$ cat src/verilog/codec_ctrl_pkg.sv
package codec_ctrl_pkg;
	localparam int ADDR_W = 16;
	localparam int DATA_W = 16;
	localparam logic [15:0] PWR_ADDR = 16'h1058;
	localparam logic [15:0] CLKSET_ADDR = 16'h1059;
	localparam logic [15:0] HPLVL_ADDR = 16'h105A;
	localparam logic [15:0] CHOP_ADDR = 16'h110D;
	localparam logic [15:0] PWR_RESET = 16'h0000;
	localparam logic [15:0] CLKSET_RESET = 16'h1E00;
	localparam logic [15:0] HPLVL_RESET = 16'h0000;
	localparam logic [15:0] CHOP_RESET = 16'h0000;
	// Writable bit masks; reserved bits are dropped on write.
	localparam logic [15:0] PWR_WMASK = 16'hFFFF;
	localparam logic [15:0] CLKSET_WMASK = 16'h017F;
	localparam logic [15:0] HPLVL_WMASK = 16'h009F;
	localparam logic [15:0] CHOP_WMASK = 16'h0010;
	localparam logic [15:0] CLKSET_ONES = 16'h1E00;
	localparam int CLKSET_LOCK_BIT = 7;
	localparam int CLKSET_MUX_BIT = 8;
	localparam int CLKSET_MCLK_EN_BIT = 6;
	localparam int CLKSET_MCLK_SEL_LSB = 3;
	localparam int CLKSET_PLL_SEL_LSB = 1;
	localparam int CLKSET_PLL_EN_BIT = 0;
	localparam int HPLVL_MUTE_BIT = 7;
	localparam int HPLVL_ATTEN_LSB = 0;
	localparam int CHOP_OFF_BIT = 4;
	localparam logic [2:0] MCLK_SEL_1024 = 3'h1;
	localparam logic [1:0] MCLK_RATE_NONE = 2'h0;
	localparam logic [1:0] MCLK_RATE_1024 = 2'h1;
	localparam logic [1:0] MCLK_RATE_128 = 2'h2;
endpackage

$ cat src/verilog/codec_power_clock_control_regs.sv
`timescale 1ns/1ns
// Contract
// - Each power-enable bit keeps its function up when 1 and down when 0, all 0 after reset.
// - Bits 15..0: multiplier, reference, ADC, line DACs 4..1, aux pairs, amp pair, SRC, engine, core.
// - Headphone level bit 7 mutes and bits 4..0 attenuate in 1.5 dB steps.
// - Clock setup bits 12..9 always read as ones, giving 0x1E00 after reset while the lock flag is low.
// - Clock setup bit 8 enables the rate-converter mux and bit 7 reads the live lock flag.
// - Clock setup bit 6 enables the master-clock output pin.
// - Clock setup bits 5..3 pick 1024x for 001 and 128x for 1xx; other codes are reserved.
// - Clock setup bits 2..1 pick a 64/128/256/512x input ratio and bit 0 uses the multiplier.
// - Chop setup bit 4 turns amplifier chopping on when 0 and off when 1.
module codec_power_clock_control_regs
	import codec_ctrl_pkg::*;
(
	input wire logic ref_clk_in,
	input wire logic arst_n_in,
	input wire logic [codec_ctrl_pkg::ADDR_W-1:0] reg_addr_in,
	input wire logic [codec_ctrl_pkg::DATA_W-1:0] reg_wdata_in,
	input wire logic reg_wr_in,
	input wire logic reg_rd_in,
	input wire logic src_locked_in,
	output logic [codec_ctrl_pkg::DATA_W-1:0] reg_rdata_out,
	output logic reg_hit_out,
	output logic pll_pwr_out,
	output logic refbuf_pwr_out,
	output logic adc_pwr_out,
	output logic [3:0] line_output_dac_pwr_out,
	output logic [1:0] second_auxiliary_output_dac_pwr_out,
	output logic [1:0] first_auxiliary_headphone_output_dac_pwr_out,
	output logic [1:0] hp_amp_pwr_out,
	output logic src_pwr_out,
	output logic conv_engine_pwr_out,
	output logic audio_proc_pwr_out,
	output logic hp_mute_out,
	output logic [4:0] hp_atten_out,
	output logic src_mux_en_out,
	output logic master_clock_out_pin_en_out,
	output logic [1:0] master_clock_out_pin_rate_out,
	output logic [1:0] pll_ratio_out,
	output logic pll_use_out,
	output logic dac_amp_chop_en_out
);
	import codec_ctrl_pkg::*;

	logic [15:0] pwr_q;
	logic [15:0] clkset_q;
	logic [15:0] hplvl_q;
	logic [15:0] chop_q;

	logic [15:0] rdata_d;
	logic [15:0] rdata_q;
	logic [15:0] clkset_view;
	logic [15:0] pwr_rd;
	logic [15:0] clk_rd;
	logic [15:0] hp_rd;
	logic [15:0] chop_rd;

	logic [3:0] sel_vec;
	logic [2:0] mclk_sel;
	logic mclk_is_128;
	logic mclk_is_1024;

	logic sel_pwr;
	logic sel_clk;
	logic sel_hp;
	logic sel_chop;
	logic wr_pwr;
	logic wr_clk;
	logic wr_hp;
	logic wr_chop;

	////////////////////////////////////////////////////////////////
	// Full 16-bit compares, so aliases of a register address never hit.
	assign sel_pwr = reg_addr_in == PWR_ADDR;
	assign sel_clk = reg_addr_in == CLKSET_ADDR;
	assign sel_hp = reg_addr_in == HPLVL_ADDR;
	assign sel_chop = reg_addr_in == CHOP_ADDR;
	assign sel_vec = {sel_chop, sel_hp, sel_clk, sel_pwr};

	// Unmapped writes raise no enable, so they change nothing.
	assign wr_pwr = reg_wr_in & sel_pwr;
	assign wr_clk = reg_wr_in & sel_clk;
	assign wr_hp = reg_wr_in & sel_hp;
	assign wr_chop = reg_wr_in & sel_chop;

	////////////////////////////////////////////////////////////////
	// Only writable bits are stored so reserved bits cannot leak back.
	masked_field_reg #(
		.RESET_VAL(PWR_RESET),
		.WRITE_MASK(PWR_WMASK)
	) pwr_reg (
		.clk_in(ref_clk_in),
		.arst_n_in(arst_n_in),
		.wr_en_in(wr_pwr),
		.wdata_in(reg_wdata_in),
		.q_out(pwr_q)
	);

	// The ones field and the lock flag are not stored; the read path makes them.
	masked_field_reg #(
		.RESET_VAL(CLKSET_RESET),
		.WRITE_MASK(CLKSET_WMASK)
	) clkset_reg (
		.clk_in(ref_clk_in),
		.arst_n_in(arst_n_in),
		.wr_en_in(wr_clk),
		.wdata_in(reg_wdata_in),
		.q_out(clkset_q)
	);

	masked_field_reg #(
		.RESET_VAL(HPLVL_RESET),
		.WRITE_MASK(HPLVL_WMASK)
	) hplvl_reg (
		.clk_in(ref_clk_in),
		.arst_n_in(arst_n_in),
		.wr_en_in(wr_hp),
		.wdata_in(reg_wdata_in),
		.q_out(hplvl_q)
	);

	masked_field_reg #(
		.RESET_VAL(CHOP_RESET),
		.WRITE_MASK(CHOP_WMASK)
	) chop_reg (
		.clk_in(ref_clk_in),
		.arst_n_in(arst_n_in),
		.wr_en_in(wr_chop),
		.wdata_in(reg_wdata_in),
		.q_out(chop_q)
	);

	////////////////////////////////////////////////////////////////
	// The lock flag is sampled live at read time, it is not stored.
	always_comb begin
		clkset_view = clkset_q | CLKSET_ONES;
		clkset_view[CLKSET_LOCK_BIT] = src_locked_in;
	end

	////////////////////////////////////////////////////////////////
	// AND-OR selection: an unmapped address selects nothing and reads zero.
	assign pwr_rd = sel_pwr ? pwr_q : 16'h0000;
	assign clk_rd = sel_clk ? clkset_view : 16'h0000;
	assign hp_rd = sel_hp ? hplvl_q : 16'h0000;
	assign chop_rd = sel_chop ? chop_q : 16'h0000;
	assign rdata_d = pwr_rd | clk_rd | hp_rd | chop_rd;

	// Read data holds between reads, so a slow reader may take it late.
	always_ff @(posedge ref_clk_in or negedge arst_n_in) begin
		if (!arst_n_in) begin
			rdata_q <= 16'h0000;
		end else if (reg_rd_in) begin
			rdata_q <= rdata_d;
		end
	end

	assign reg_rdata_out = rdata_q;
	assign reg_hit_out = |sel_vec;

	////////////////////////////////////////////////////////////////
	// Every function starts powered down, since the word resets to zero.
	assign pll_pwr_out = pwr_q[15];
	assign refbuf_pwr_out = pwr_q[14];
	assign adc_pwr_out = pwr_q[13];
	assign line_output_dac_pwr_out = pwr_q[12:9];
	assign second_auxiliary_output_dac_pwr_out = pwr_q[8:7];
	assign first_auxiliary_headphone_output_dac_pwr_out = pwr_q[6:5];
	assign hp_amp_pwr_out = pwr_q[4:3];
	assign src_pwr_out = pwr_q[2];
	assign conv_engine_pwr_out = pwr_q[1];
	assign audio_proc_pwr_out = pwr_q[0];

	////////////////////////////////////////////////////////////////
	// Mute and attenuation are plain register bits; the amplifier combines them.
	assign hp_mute_out = hplvl_q[HPLVL_MUTE_BIT];
	assign hp_atten_out = hplvl_q[HPLVL_ATTEN_LSB +: 5];

	////////////////////////////////////////////////////////////////
	assign src_mux_en_out = clkset_q[CLKSET_MUX_BIT];
	assign master_clock_out_pin_en_out = clkset_q[CLKSET_MCLK_EN_BIT];
	assign mclk_sel = clkset_q[CLKSET_MCLK_SEL_LSB +: 3];
	assign mclk_is_128 = mclk_sel[2];
	assign mclk_is_1024 = mclk_sel == MCLK_SEL_1024;
	// Reserved rate codes yield no rate rather than guessing one.
	assign master_clock_out_pin_rate_out = mclk_is_128 ? MCLK_RATE_128 :
		mclk_is_1024 ? MCLK_RATE_1024 : MCLK_RATE_NONE;
	// Ratio and bypass take effect one cycle after the write.
	assign pll_ratio_out = clkset_q[CLKSET_PLL_SEL_LSB +: 2];
	assign pll_use_out = clkset_q[CLKSET_PLL_EN_BIT];

	////////////////////////////////////////////////////////////////
	// Chopping is on after reset; software should turn it off for best performance.
	assign dac_amp_chop_en_out = ~chop_q[CHOP_OFF_BIT];
endmodule

////////////////////////////////////////////////////////////////
// One stored word; bits outside the mask always hold zero, whatever is written.
module masked_field_reg #(
	parameter logic [15:0] RESET_VAL = 16'h0000,
	parameter logic [15:0] WRITE_MASK = 16'hFFFF
) (
	input wire logic clk_in,
	input wire logic arst_n_in,
	input wire logic wr_en_in,
	input wire logic [15:0] wdata_in,
	output logic [15:0] q_out
);

	logic [15:0] masked_wdata;

	assign masked_wdata = wdata_in & WRITE_MASK;

	// The reset value is masked too, so a wrong default cannot set a reserved bit.
	always_ff @(posedge clk_in or negedge arst_n_in) begin
		if (!arst_n_in) begin
			q_out <= RESET_VAL & WRITE_MASK;
		end else if (wr_en_in) begin
			q_out <= masked_wdata;
		end
	end
endmodule

$ cat config.mk
export PLATFORM = sky130hd
export DESIGN_NAME = codec_power_clock_control_regs
export DESIGN_NICKNAME = d
export VERILOG_FILES = /design/src/verilog/codec_ctrl_pkg.sv /design/src/verilog/codec_power_clock_control_regs.sv
export SDC_FILE = /design/constraint.sdc
export NUM_CORES = 1
export LEC_CHECK = 0
export BUFFER_PORTS_ARGS = -buffer_cell sky130_fd_sc_hd__buf_4
export CAP_MARGIN = 20
export CORE_ASPECT_RATIO = 2
export CORE_MARGIN = 3
export CORE_UTILIZATION = 40
export CTS_CLUSTER_DIAMETER = 200
export DETAILED_ROUTE_END_ITERATION = 8
export PLACE_DENSITY = 0.72
export SETUP_SLACK_MARGIN = 0.5
export SYNTH_ARGS = -nofsm -noshare
export SYNTH_HDL_FRONTEND = slang
export SYNTH_HIERARCHICAL = 1
export SYNTH_SLANG_ARGS = --single-unit
$ cat constraint.sdc
create_clock -name ref_clk_in -period 1.3 [get_ports ref_clk_in]
set_input_delay 0.26 -clock ref_clk_in [delete_from_list [all_inputs] [get_ports ref_clk_in]]
set_output_delay 0.26 -clock ref_clk_in [all_outputs]
set_load 0.02 [all_outputs]
# After elaboration in Yosys (flattened, before gate mapping)
# Index checks and enable logic that the tools add are counted.
[totals]
ff_bits = 47
input_bits = 37
output_inout_bits = 47
[op_classes]
eq_ne = 5
muxes = 6
n_bitwise = 8
reduce_logical = 1
[ops]
columns = ["cell", "n"]
rows = [
  ["$eq A16 B13 Y1 const B", 4],
  ["$mux W16", 1],
  ["$or A16 B13 Y16", 1],
  ["$or A16 B5 Y16", 1],
  ["$or A16 B8 Y16", 1],
  ["$mux W13", 1],
  ["$mux W8", 1],
  ["$mux W5", 1],
  ["$and A1 B1 Y1", 4],
  ["$reduce_or A4 Y1", 1],
  ["$eq A3 B1 Y1 const B", 1],
  ["$mux W2", 1],
  ["$mux W1", 1],
  ["$not A1 Y1", 1],
]

# Longest topological paths before layout
# Gate-level depths: netlist (run 1).
[logic_depth]
ltp_word = 5
ltp_mapped = 7
depth_no_buf = 5

# Modules after synthesis
# Netlist (run 1), hierarchy kept.
[by_module_without_submodules]
columns = ["mod", "n_inst", "cells_each", "area_each_um2", "seq_area_each_um2"]
rows = [
  ["codec_power_clock_control_regs", 1, 148, 1286.2, 400.4],
  ["masked_field_reg (pwr_reg)", 1, 34, 649.4, 400.4],
  ["masked_field_reg (clkset_reg)", 1, 26, 395.4, 200.2],
  ["masked_field_reg (hplvl_reg)", 1, 24, 330.3, 150.1],
  ["masked_field_reg (chop_reg)", 1, 18, 156.4, 25.0],
]

# Worst setup path after synthesis (run 1)
# OpenSTA, ideal clock, no wires.
[synth_timing]
path_kind = "input port to flip-flop"
startpoint = "input reg_addr_in[5] (netlist name)"
endpoint = "register clkset_reg.q_out[0]"
setup_time_ns = 0.125
t_arrival_ns = 1.566
required_time_ns = 1.175
slack_ns = -0.391
cell_stages = 6
n_path_buf = 1
path_cell_list = "nor4b_4 > and3_2 > nand3_1 > nor3b_1 > buf_6 > mux2_4"
[synth_between]
elab_chain_cells = 2
[synth_lines]
columns = ["element", "line", "text"]
rows = [
  ["from (decl)", "codec_power_clock_control_regs.sv:17", "input wire logic [codec_ctrl_pkg::ADDR_W-1:0] reg_addr_in,"],
  ["$eq A16 B13 Y1", "codec_power_clock_control_regs.sv:75", "assign sel_clk = reg_addr_in == CLKSET_ADDR;"],
  ["$and A1 B1 Y1", "codec_power_clock_control_regs.sv:82", "assign wr_clk = reg_wr_in & sel_clk;"],
  ["via wr_clk", "codec_power_clock_control_regs.sv:68", "logic wr_clk;"],
  ["to (signal assigned)", "codec_power_clock_control_regs.sv:216", "q_out <= RESET_VAL & WRITE_MASK;"],
  ["to (signal assigned)", "codec_power_clock_control_regs.sv:218", "q_out <= masked_wdata;"],
  ["to (decl)", "codec_power_clock_control_regs.sv:206", "output logic [15:0] q_out"],
]
# The timed path passes the listed nets, and every way through them passes these cells.
# A chain may end at the register's enable or synchronous reset.

# Worst setup path in the final report (run 1)
[layout_timing]
startpoint = "input reg_addr_in[7] (netlist name)"
endpoint = "output reg_hit_out"
[layout_between]
elab_chain_cells = 2
[layout_lines]
columns = ["element", "line", "text"]
rows = [
  ["$eq A16 B13 Y1 (on tied branches)", "n/a", ""],
  ["$reduce_or A4 Y1 (*)", "codec_power_clock_control_regs.sv:158", "assign reg_hit_out = |sel_vec;"],
  ["to (decl)", "codec_power_clock_control_regs.sv:23", "output logic reg_hit_out,"],
]
# Mark *: on every way between the ends. The rest lies on a longest branch, timed or not.

==> flow_summary.ini, run 1 <==
[floorplanning]
core_mm2 = 0.00667
rows = 42
fp.dieH_um = 124
die_w_um = 65.0
start_util = 0.417
fp.dieArea_mm2 = 0.00805
ios = 84

[detailed_routing]
post_drt_wl_per_cell_um = 17.0
route.met2.wl_mm = 4.37
drt-total-wl_mm = 7.89
drt_iter0_markers = 86
drt-pass1-iter-count = 4
wl_met3_um = 320
drc_errors = 0
routed.top_layer = met4
dr_total_vias = 2257
via_per_inst = 4.87
final_antenna_net_count = 0
wl_met1_mm = 2.88

[critical_path]
end_kind = output pin
path_max_fanout = 2
crit_arrival_ps = 1340
cpPeakStageDelay_ps = 330
crit_chain = buf_6, nor4b_4, and3_4, buf_6, a21boi_2, buf_6
crit_top_cell = buf_6
path_buf_inv = 3
r2r_end = reg_rdata_out[1]
slowest_stage = nor4b_4
worstSetupStartpointType = primary input
crit_family = simple AND/OR/NAND/NOR gates
rr_worst_depth = 5
rr_startpoint = hplvl_reg/q_out[1]
worstPathRequired_ps = 1040
worstSetupPathType = in2out
r2r_slack_ps = 140

[global_routing]
grt_max_degree = 30
grt_overflow = 0
grt_pass1_vias = 2501
track_usage = 0.206
antenna_found_initial = 0
grt_pass1_wl_mm = 12.4

[final_layout]
fill_cells = 509
fin_cells = 463
drive_above_1_share = 0.597
area_growth_pct = 54.5
mostFrequentLayoutCell = buf_4
final_cell_mix = 79 x buf_4, 57 x buf_6, 46 x dfrtp_1, 31 x mux2_4, 28 x conb_1
layout.nets = 411
num_antenna_cells = 0

[sta]
setup_ws_ps = -302
drv_slew = 0
hold_ws_ps = -116
fmax_ghz = 0.624
hold_viol_final = 28
fin_worst_skew_ps = 5.63
setup_tns_ps = -7300
period_minus_slack_ps = 1600
rsz0062_at_grt = yes
setup_violations = 33
post-route-period-util = 1.23

[power_and_ir_drop]
p_sw_frac = 0.225
p_clk_frac = 0.455
ir_worst_vdd_v = 0.000777
intPower_mw = 2.52
p_comb_frac = 0.095
power.switching_uw = 731
p_seq_frac = 0.450
p_total_mw = 3.25
cellPowerDensity_mw_per_mm2 = 756
p_leak_nw = 2.14

[clock_tree]
clk-insertion-delay-late_ps = 290
cts_made_buffers = 5
cts_sinks = 47
ctsHtreeMaxLevel = 2
clk_pin_slew_worst_paths_ps = 70
clk_path_buf_depth = 2
cts_root_buf = clkbuf_16
cts_tree = yes

[run_status]
status = complete, but fails checks
violations = negative hold slack, negative setup slack

[flow_run]
maxCapViolCount = 0

[worst_hold_path]
hold_class = in2async

[synth]
synth_area_mm2 = 0.00278
avgSynthCellArea_um2 = 11.3
yosys_warnings = 6
syn-instance-count = 245

[placement]
port_buffers = 83
dpl.hpwl_mm = 5.13
dp_cells = 416
gp_congestion = 0.830
==> worst max-delay path by stage <==
stage / start / to / depth (start not counted)
CTS: reg_addr_in[15] / reg_hit_out / 6
global placement: reg_addr_in[9] / clkset_reg/q_out[5] / 7
detailed placement: reg_addr_in[9] / clkset_reg/q_out[1] / 7
floorplan: reg_addr_in[14] / pwr_reg/q_out[10] / 7
global route: reg_addr_in[7] / reg_hit_out / 6
finish: reg_addr_in[7] / reg_hit_out / 6
==> per-stage QoR <==
step / cell area (um^2) / hold slack (ps) / worst slack [ps] / util
floorplan: 2920 / -35.6 / -331 / -
global placement: 3470 / 205 / -553 / 0.519
detailed placement: 3470 / 213 / -582 / 0.519
CTS: 4230 / -100 / -291 / 0.634
global route: 4300 / -89.3 / -333 / 0.644
finish: 4300 / -116 / -302 / 0.644
==> registers in the layout, summed over array words and instances, names as in the netlist <==
signal,count
reg_rdata_out,16
hplvl_reg/q_out,6
clkset_reg/q_out,8
pwr_reg/q_out,16
chop_reg/q_out,1
==> what timing repair did <==
action	CTS	global route
buffers inserted	34	4
setup endpoints to repair	94	94
cloned	1	0
gates resized for setup	84	7
pin swaps	7	5
hold endpoints to repair	28	28
==> routing by layer <==
layer	global-route usage	vias up
li1	-	1058
met1	0.214	1104
met2	0.382	70
met3	0.0370	25
met4	0.111	0
met5	0	-
==> power by group through the flow <==
stage                     clock network, mW  logic [mW]  registers (mW)
after floorplan                           0       0.166            1.49
after global placement                    0       0.275            1.49
after global routing                   1.53       0.336            1.46
after CTS                              1.50       0.296            1.46
final                                  1.48       0.307            1.46
after detailed placement                  0       0.281            1.49
==> cell type report <==
type	count	area, um^2	area share
Timing Repair Buffer	140	1320	0.308
Clock inverter	2	37.5	0.00874
Inverter	5	18.8	0.00437
Clock buffer	6	129	0.0300
Sequential cell	47	1180	0.274
Tap cell	88	110	0.0256
Multi-Input combinational cell	175	1500	0.349
==> worst reg2reg max path, delay by kind of cell (launching register included) <==
kind	cells	cell delay, ps
AOI/OAI and AO/OA	2	320
buffers and inverters	1	150
and+or+nand+nor	1	60
DFF	1	400
muxes	1	130
Note: power is estimated with default switching activity, not from simulation.
==> inputs of run 2 (changes only) <==
CELL_PAD_IN_SITES_DETAIL_PLACEMENT = 1   (was unset)
CELL_PAD_IN_SITES_GLOBAL_PLACEMENT = 2   (was unset)
CORE_UTILIZATION = 32   (was 40)
PLACE_DENSITY = 0.86   (was 0.72)
==> run 2 against run 1 <==
Against the previous run: the run still ends with negative hold slack, negative setup slack left; global-route usage down 2.1 points; die area is 23% higher; worst hold slack improved by 9.8 ps; clock-buffer cell count up 1; largest power group is now sequential cells.
==> flow_summary.ini, run 2 (synthesis gave the netlist of run 1 again) <==
[power_and_ir_drop]
cellPowerDensity_mw_per_mm2 = 697
p_total_mw = 3.03
ir_worst_vdd_v = 0.000761
p_leak_nw = 2.16

[final_layout]
design_area_mm2 = 0.00434
drive_above_1_share = 0.599
area_growth_pct = 56.0
fin_util = 0.519
layout.nets = 415
final_cell_mix = 80 x buf_4, 59 x buf_6, 46 x dfrtp_1, 31 x mux2_4, 28 x conb_1
mostFrequentLayoutCell = buf_4
fin_cells = 477
num_antenna_cells = 0

[global_routing]
antenna_found_initial = 0
grt_max_degree = 30
grt_overflow = 0
grt_pass1_wl_mm = 13.8
grt_pass1_vias = 2610
track_usage = 0.185

[clock_tree]
clk_pin_slew_worst_paths_ps = 60
clk-insertion-delay-late_ps = 290
cts_tree = yes
cts_made_buffers = 5
cts_root_buf = clkbuf_16
ctsHtreeMaxLevel = 2
cts_sinks = 47
clk_path_buf_depth = 2

[critical_path]
r2r_end = reg_rdata_out[5]
r2r_slack_ps = 130
rr_startpoint = clkset_reg/q_out[5]
rr_worst_depth = 5
worstSetupStartpointType = primary input
path_max_fanout = 2
worstSetupPathType = in2out
end_kind = output pin
worstPathRequired_ps = 1040
crit_arrival_ps = 1350

[run_status]
status = complete, but fails checks
violations = negative hold slack, negative setup slack

[detailed_routing]
drc_errors = 0
dr_total_vias = 2254
via_per_inst = 4.73
post_drt_wl_per_cell_um = 18.6
final_antenna_net_count = 0
drt_iter0_markers = 42
drt-pass1-iter-count = 4
drt-total-wl_mm = 8.89

[sta]
drv_slew = 0
hold_ws_ps = -106
hold_viol_final = 28
fmax_ghz = 0.622
setup_violations = 34
setup_ws_ps = -307
period_minus_slack_ps = 1610
post-route-period-util = 1.24
rsz0062_at_grt = yes
fin_worst_skew_ps = 2.11

[floorplanning]
core_mm2 = 0.00835
fp.dieH_um = 138
rows = 47
start_util = 0.333
ios = 84
die_w_um = 71.9
fp.dieArea_mm2 = 0.00991

[placement]
port_buffers = 83
placed_area_mm2 = 0.00349
gp_congestion = 0.846
dp_cells = 427
dpl.hpwl_mm = 6.04

[flow_run]
maxCapViolCount = 0

[worst_hold_path]
hold_class = in2async
-- run 2: per-layer routing --
metal	up-vias	GRT usage	routed length (um)
met5	-	0	0
met2	62	0.361	5130
li1	1066	-	-
met4	0	0.0732	283
met1	1109	0.190	3100
met3	17	0.0307	372
-- run 2: final cells by class --
| cell class | instances | area (um^2) |
|---|---|---|
| tap | 98 | 123 |
| multi-input combinational | 175 | 1500 |
| inverter | 5 | 18.8 |
| sequential | 47 | 1180 |
| fill | 899 | 4010 |
| timing repair buffer | 144 | 1380 |
| clock buffer | 7 | 133 |
| clock inverter | 1 | 5.00 |
-- run 2: metrics by stage --
stage / setup TNS (ps) / worst slack (ps) / hold WS [ps]
final: -7780 / -307 / -106
after global routing: -9320 / -344 / -83.8
after CTS: -7800 / -306 / -93.1
after detailed placement: -20430 / -641 / 220
after global placement: -17330 / -550 / 209
after floorplan: -9080 / -331 / -35.6
-- run 2: worst max path at each step --
| stage | depth (start not counted) | start | to |
|---|---|---|---|
| 3_5_place_dp | 7 | reg_addr_in[9] | clkset_reg/q_out[1] |
| 3_3_place_gp | 7 | reg_addr_in[9] | clkset_reg/q_out[5] |
| 5_1_grt | 6 | reg_addr_in[7] | reg_hit_out |
| 2_1_floorplan | 7 | reg_addr_in[14] | pwr_reg/q_out[10] |
| 6_report | 6 | reg_addr_in[7] | reg_hit_out |
| 4_1_cts | 6 | reg_addr_in[5] | reg_hit_out |
-- run 2: power by group --
part           switching, mW  internal (mW)  total, mW
combinational          0.169          0.148      0.317
clock                  0.534          0.712       1.25
sequential          0.000347           1.46       1.46
total                  0.703           2.32       3.03
-- run 2: worst max-delay path: stages --
cell and delay, ps:
buf_6 90, nor4b_4 320, and3_4 270, buf_6 100, a21boi_4 170, buf_6 130
-- run 2: timing repair --
| action | CTS | global route |
|---|---|---|
| buffers inserted | 35 | 5 |
| cloned | 2 | 0 |
| resized for setup | 91 | 5 |
| hold endpoints to repair | 28 | 28 |
| pin swaps | 9 | 5 |
| setup endpoints to repair | 94 | 94 |
==> inputs of run 3 (changes only) <==
CORE_ASPECT_RATIO = 0.8   (was 2)
==> run 3 against run 2 <==
Against the previous run: the flow still finishes with violations (negative hold slack, negative setup slack); die area decreased by 0.62%; combinational power decreased by 2%; clock power fell by 9%; global-route usage is 0.17 points lower; cell area shrank 3.1%; worst hold slack gained 72 ps; clock-buffer cell count is 1 lower; critical endpoint unchanged.
==> flow_summary.ini, run 3 (synthesis gave the netlist of run 1 again) <==
[global_routing]
track_usage = 0.184
grt_max_degree = 48
grt_overflow = 0
grt_pass1_wl_mm = 13.5
antenna_found_initial = 0
grt_pass1_vias = 2560

[sta]
setup_ws_ps = -290
period_minus_slack_ps = 1590
setup_tns_ps = -7100
hold_ws_ps = -33.4
worstMarginPinSlew_ps = 643
rsz0062_at_grt = yes
fin_worst_skew_ps = 12.1
post-route-period-util = 1.22
max_slew_margin = 0.571
drv_slew = 0
hold_viol_final = 47
setup_violations = 34
fmax_ghz = 0.629

[run_status]
violations = negative hold slack, negative setup slack
status = complete, but fails checks

[clock_tree]
clk-insertion-delay-late_ps = 310
cts_root_buf = clkbuf_8
ctsHtreeMaxLevel = 2
cts_sinks = 47
clk_pin_slew_worst_paths_ps = 100
cts_tree = yes
cts_made_buffers = 5
clk_path_buf_depth = 2

[critical_path]
worstPathRequired_ps = 1040
rr_worst_depth = 4
end_kind = output pin
crit_arrival_ps = 1330
worstSetupStartpointType = primary input
path_max_fanout = 2
worstSetupPathType = in2out

[final_layout]
drive_above_1_share = 0.603
num_antenna_cells = 0
mostFrequentLayoutCell = buf_4
design_area_mm2 = 0.00420
fill_cells = 927
regArea_mm2 = 0.00118
area_growth_pct = 51.2
multi_input_area_mm2 = 0.00152
layout.nets = 404
final_cell_mix = 73 x buf_4, 57 x buf_6, 46 x dfrtp_1, 31 x mux2_4, 28 x conb_1

[placement]
placed_area_mm2 = 0.00350
place_ws_ps = -590
port_buffers = 83
dpl.hpwl_mm = 5.78
gp_congestion = 0.806

[power_and_ir_drop]
power.switching_uw = 691
p_seq_frac = 0.502
p_leak_nw = 2.08
intPower_mw = 2.22
ir_worst_vdd_v = 0.000383
cellPowerDensity_mw_per_mm2 = 693
p_comb_frac = 0.107
p_total_mw = 2.91
p_sw_frac = 0.237
p_clk_frac = 0.392

[detailed_routing]
dr_total_vias = 2258
drt-total-wl_mm = 8.68
drt_iter0_markers = 62
post_drt_wl_per_cell_um = 18.2
drc_errors = 0
final_antenna_net_count = 0
via_per_inst = 4.74
drt-pass1-iter-count = 4

[flow_run]
maxCapViolCount = 0

[floorplanning]
die_w_um = 110
core_mm2 = 0.00820
fp.dieArea_mm2 = 0.00985
start_util = 0.339
rows = 29
fp.dieH_um = 89.4
ios = 84

[worst_hold_path]
hold_class = in2async
==> run 3: cell types whose count changed in the layout (fill, tap and decap cells not counted), sizes merged <==
cell    change
bufinv      +1
clkbuf      -2
buf        -10
==> run 3: per-layer routing <==
layer / routed length [um] / GRT usage
met1: 3760 / 0.241
met2: 4360 / 0.307
met3: 375 / 0.0361
met4: 186 / 0.0570
met5: 0 / 0
==> run 3: worst paths after layout <==
kind / start / endpoint / slack [ps]
hold / removal: arst_n_in / reg_rdata_out[2] / -30
min in group ref_clk_in: reg_wdata_in[9] / pwr_reg/q_out[9] / 180
max in group asynchronous: arst_n_in / clkset_reg/q_out[5] / 880
setup reg to reg: clkset_reg/q_out[5] / clkset_reg/q_out[5] / 140
setup / recovery: reg_addr_in[13] / reg_hit_out / -290
hold reg to reg: pwr_reg/q_out[8] / pwr_reg/q_out[8] / 580
==> run 3: repair_timing <==
action / in CTS / in global routing
endpoints found under the hold margin: 47 / 0
setup buffers: 25 / 3
endpoints found under the setup margin: 94 / 94
pin swaps: 4 / 2
gates resized for setup: 74 / 26
==> run 3: per-stage QoR <==
step,utilization,std cells,hold slack (ps)
after detailed placement,0.426,440,324
after CTS,0.497,473,-17.4
after global routing,0.513,476,15.1
after floorplan,-,270,-35.6
after global placement,0.426,440,312
final,0.513,476,-33.4
==> run 3: area by class of cell <==
cell class,count,area share
tap,108,0.0321
clock buffer,6,0.0196
multi-input combinational,175,0.360
timing repair buffer,133,0.295
clock inverter,2,0.00833
inverter,5,0.00446
sequential,47,0.280
==> run 3: power groups by stage <==
stage | clock network [mW] | logic [mW] | registers [mW]
floorplan | 0 | 0.166 | 1.49
global placement | 0 | 0.276 | 1.49
detailed placement | 0 | 0.284 | 1.49
CTS | 1.18 | 0.294 | 1.46
global route | 1.24 | 0.342 | 1.46
finish | 1.14 | 0.311 | 1.46
==> run 3: critical path, stage by stage <==
cell	delay (ps)
buf_6	100
nor4b_4	290
and3_4	270
buf_6	100
a21boi_2	170
buf_6	140
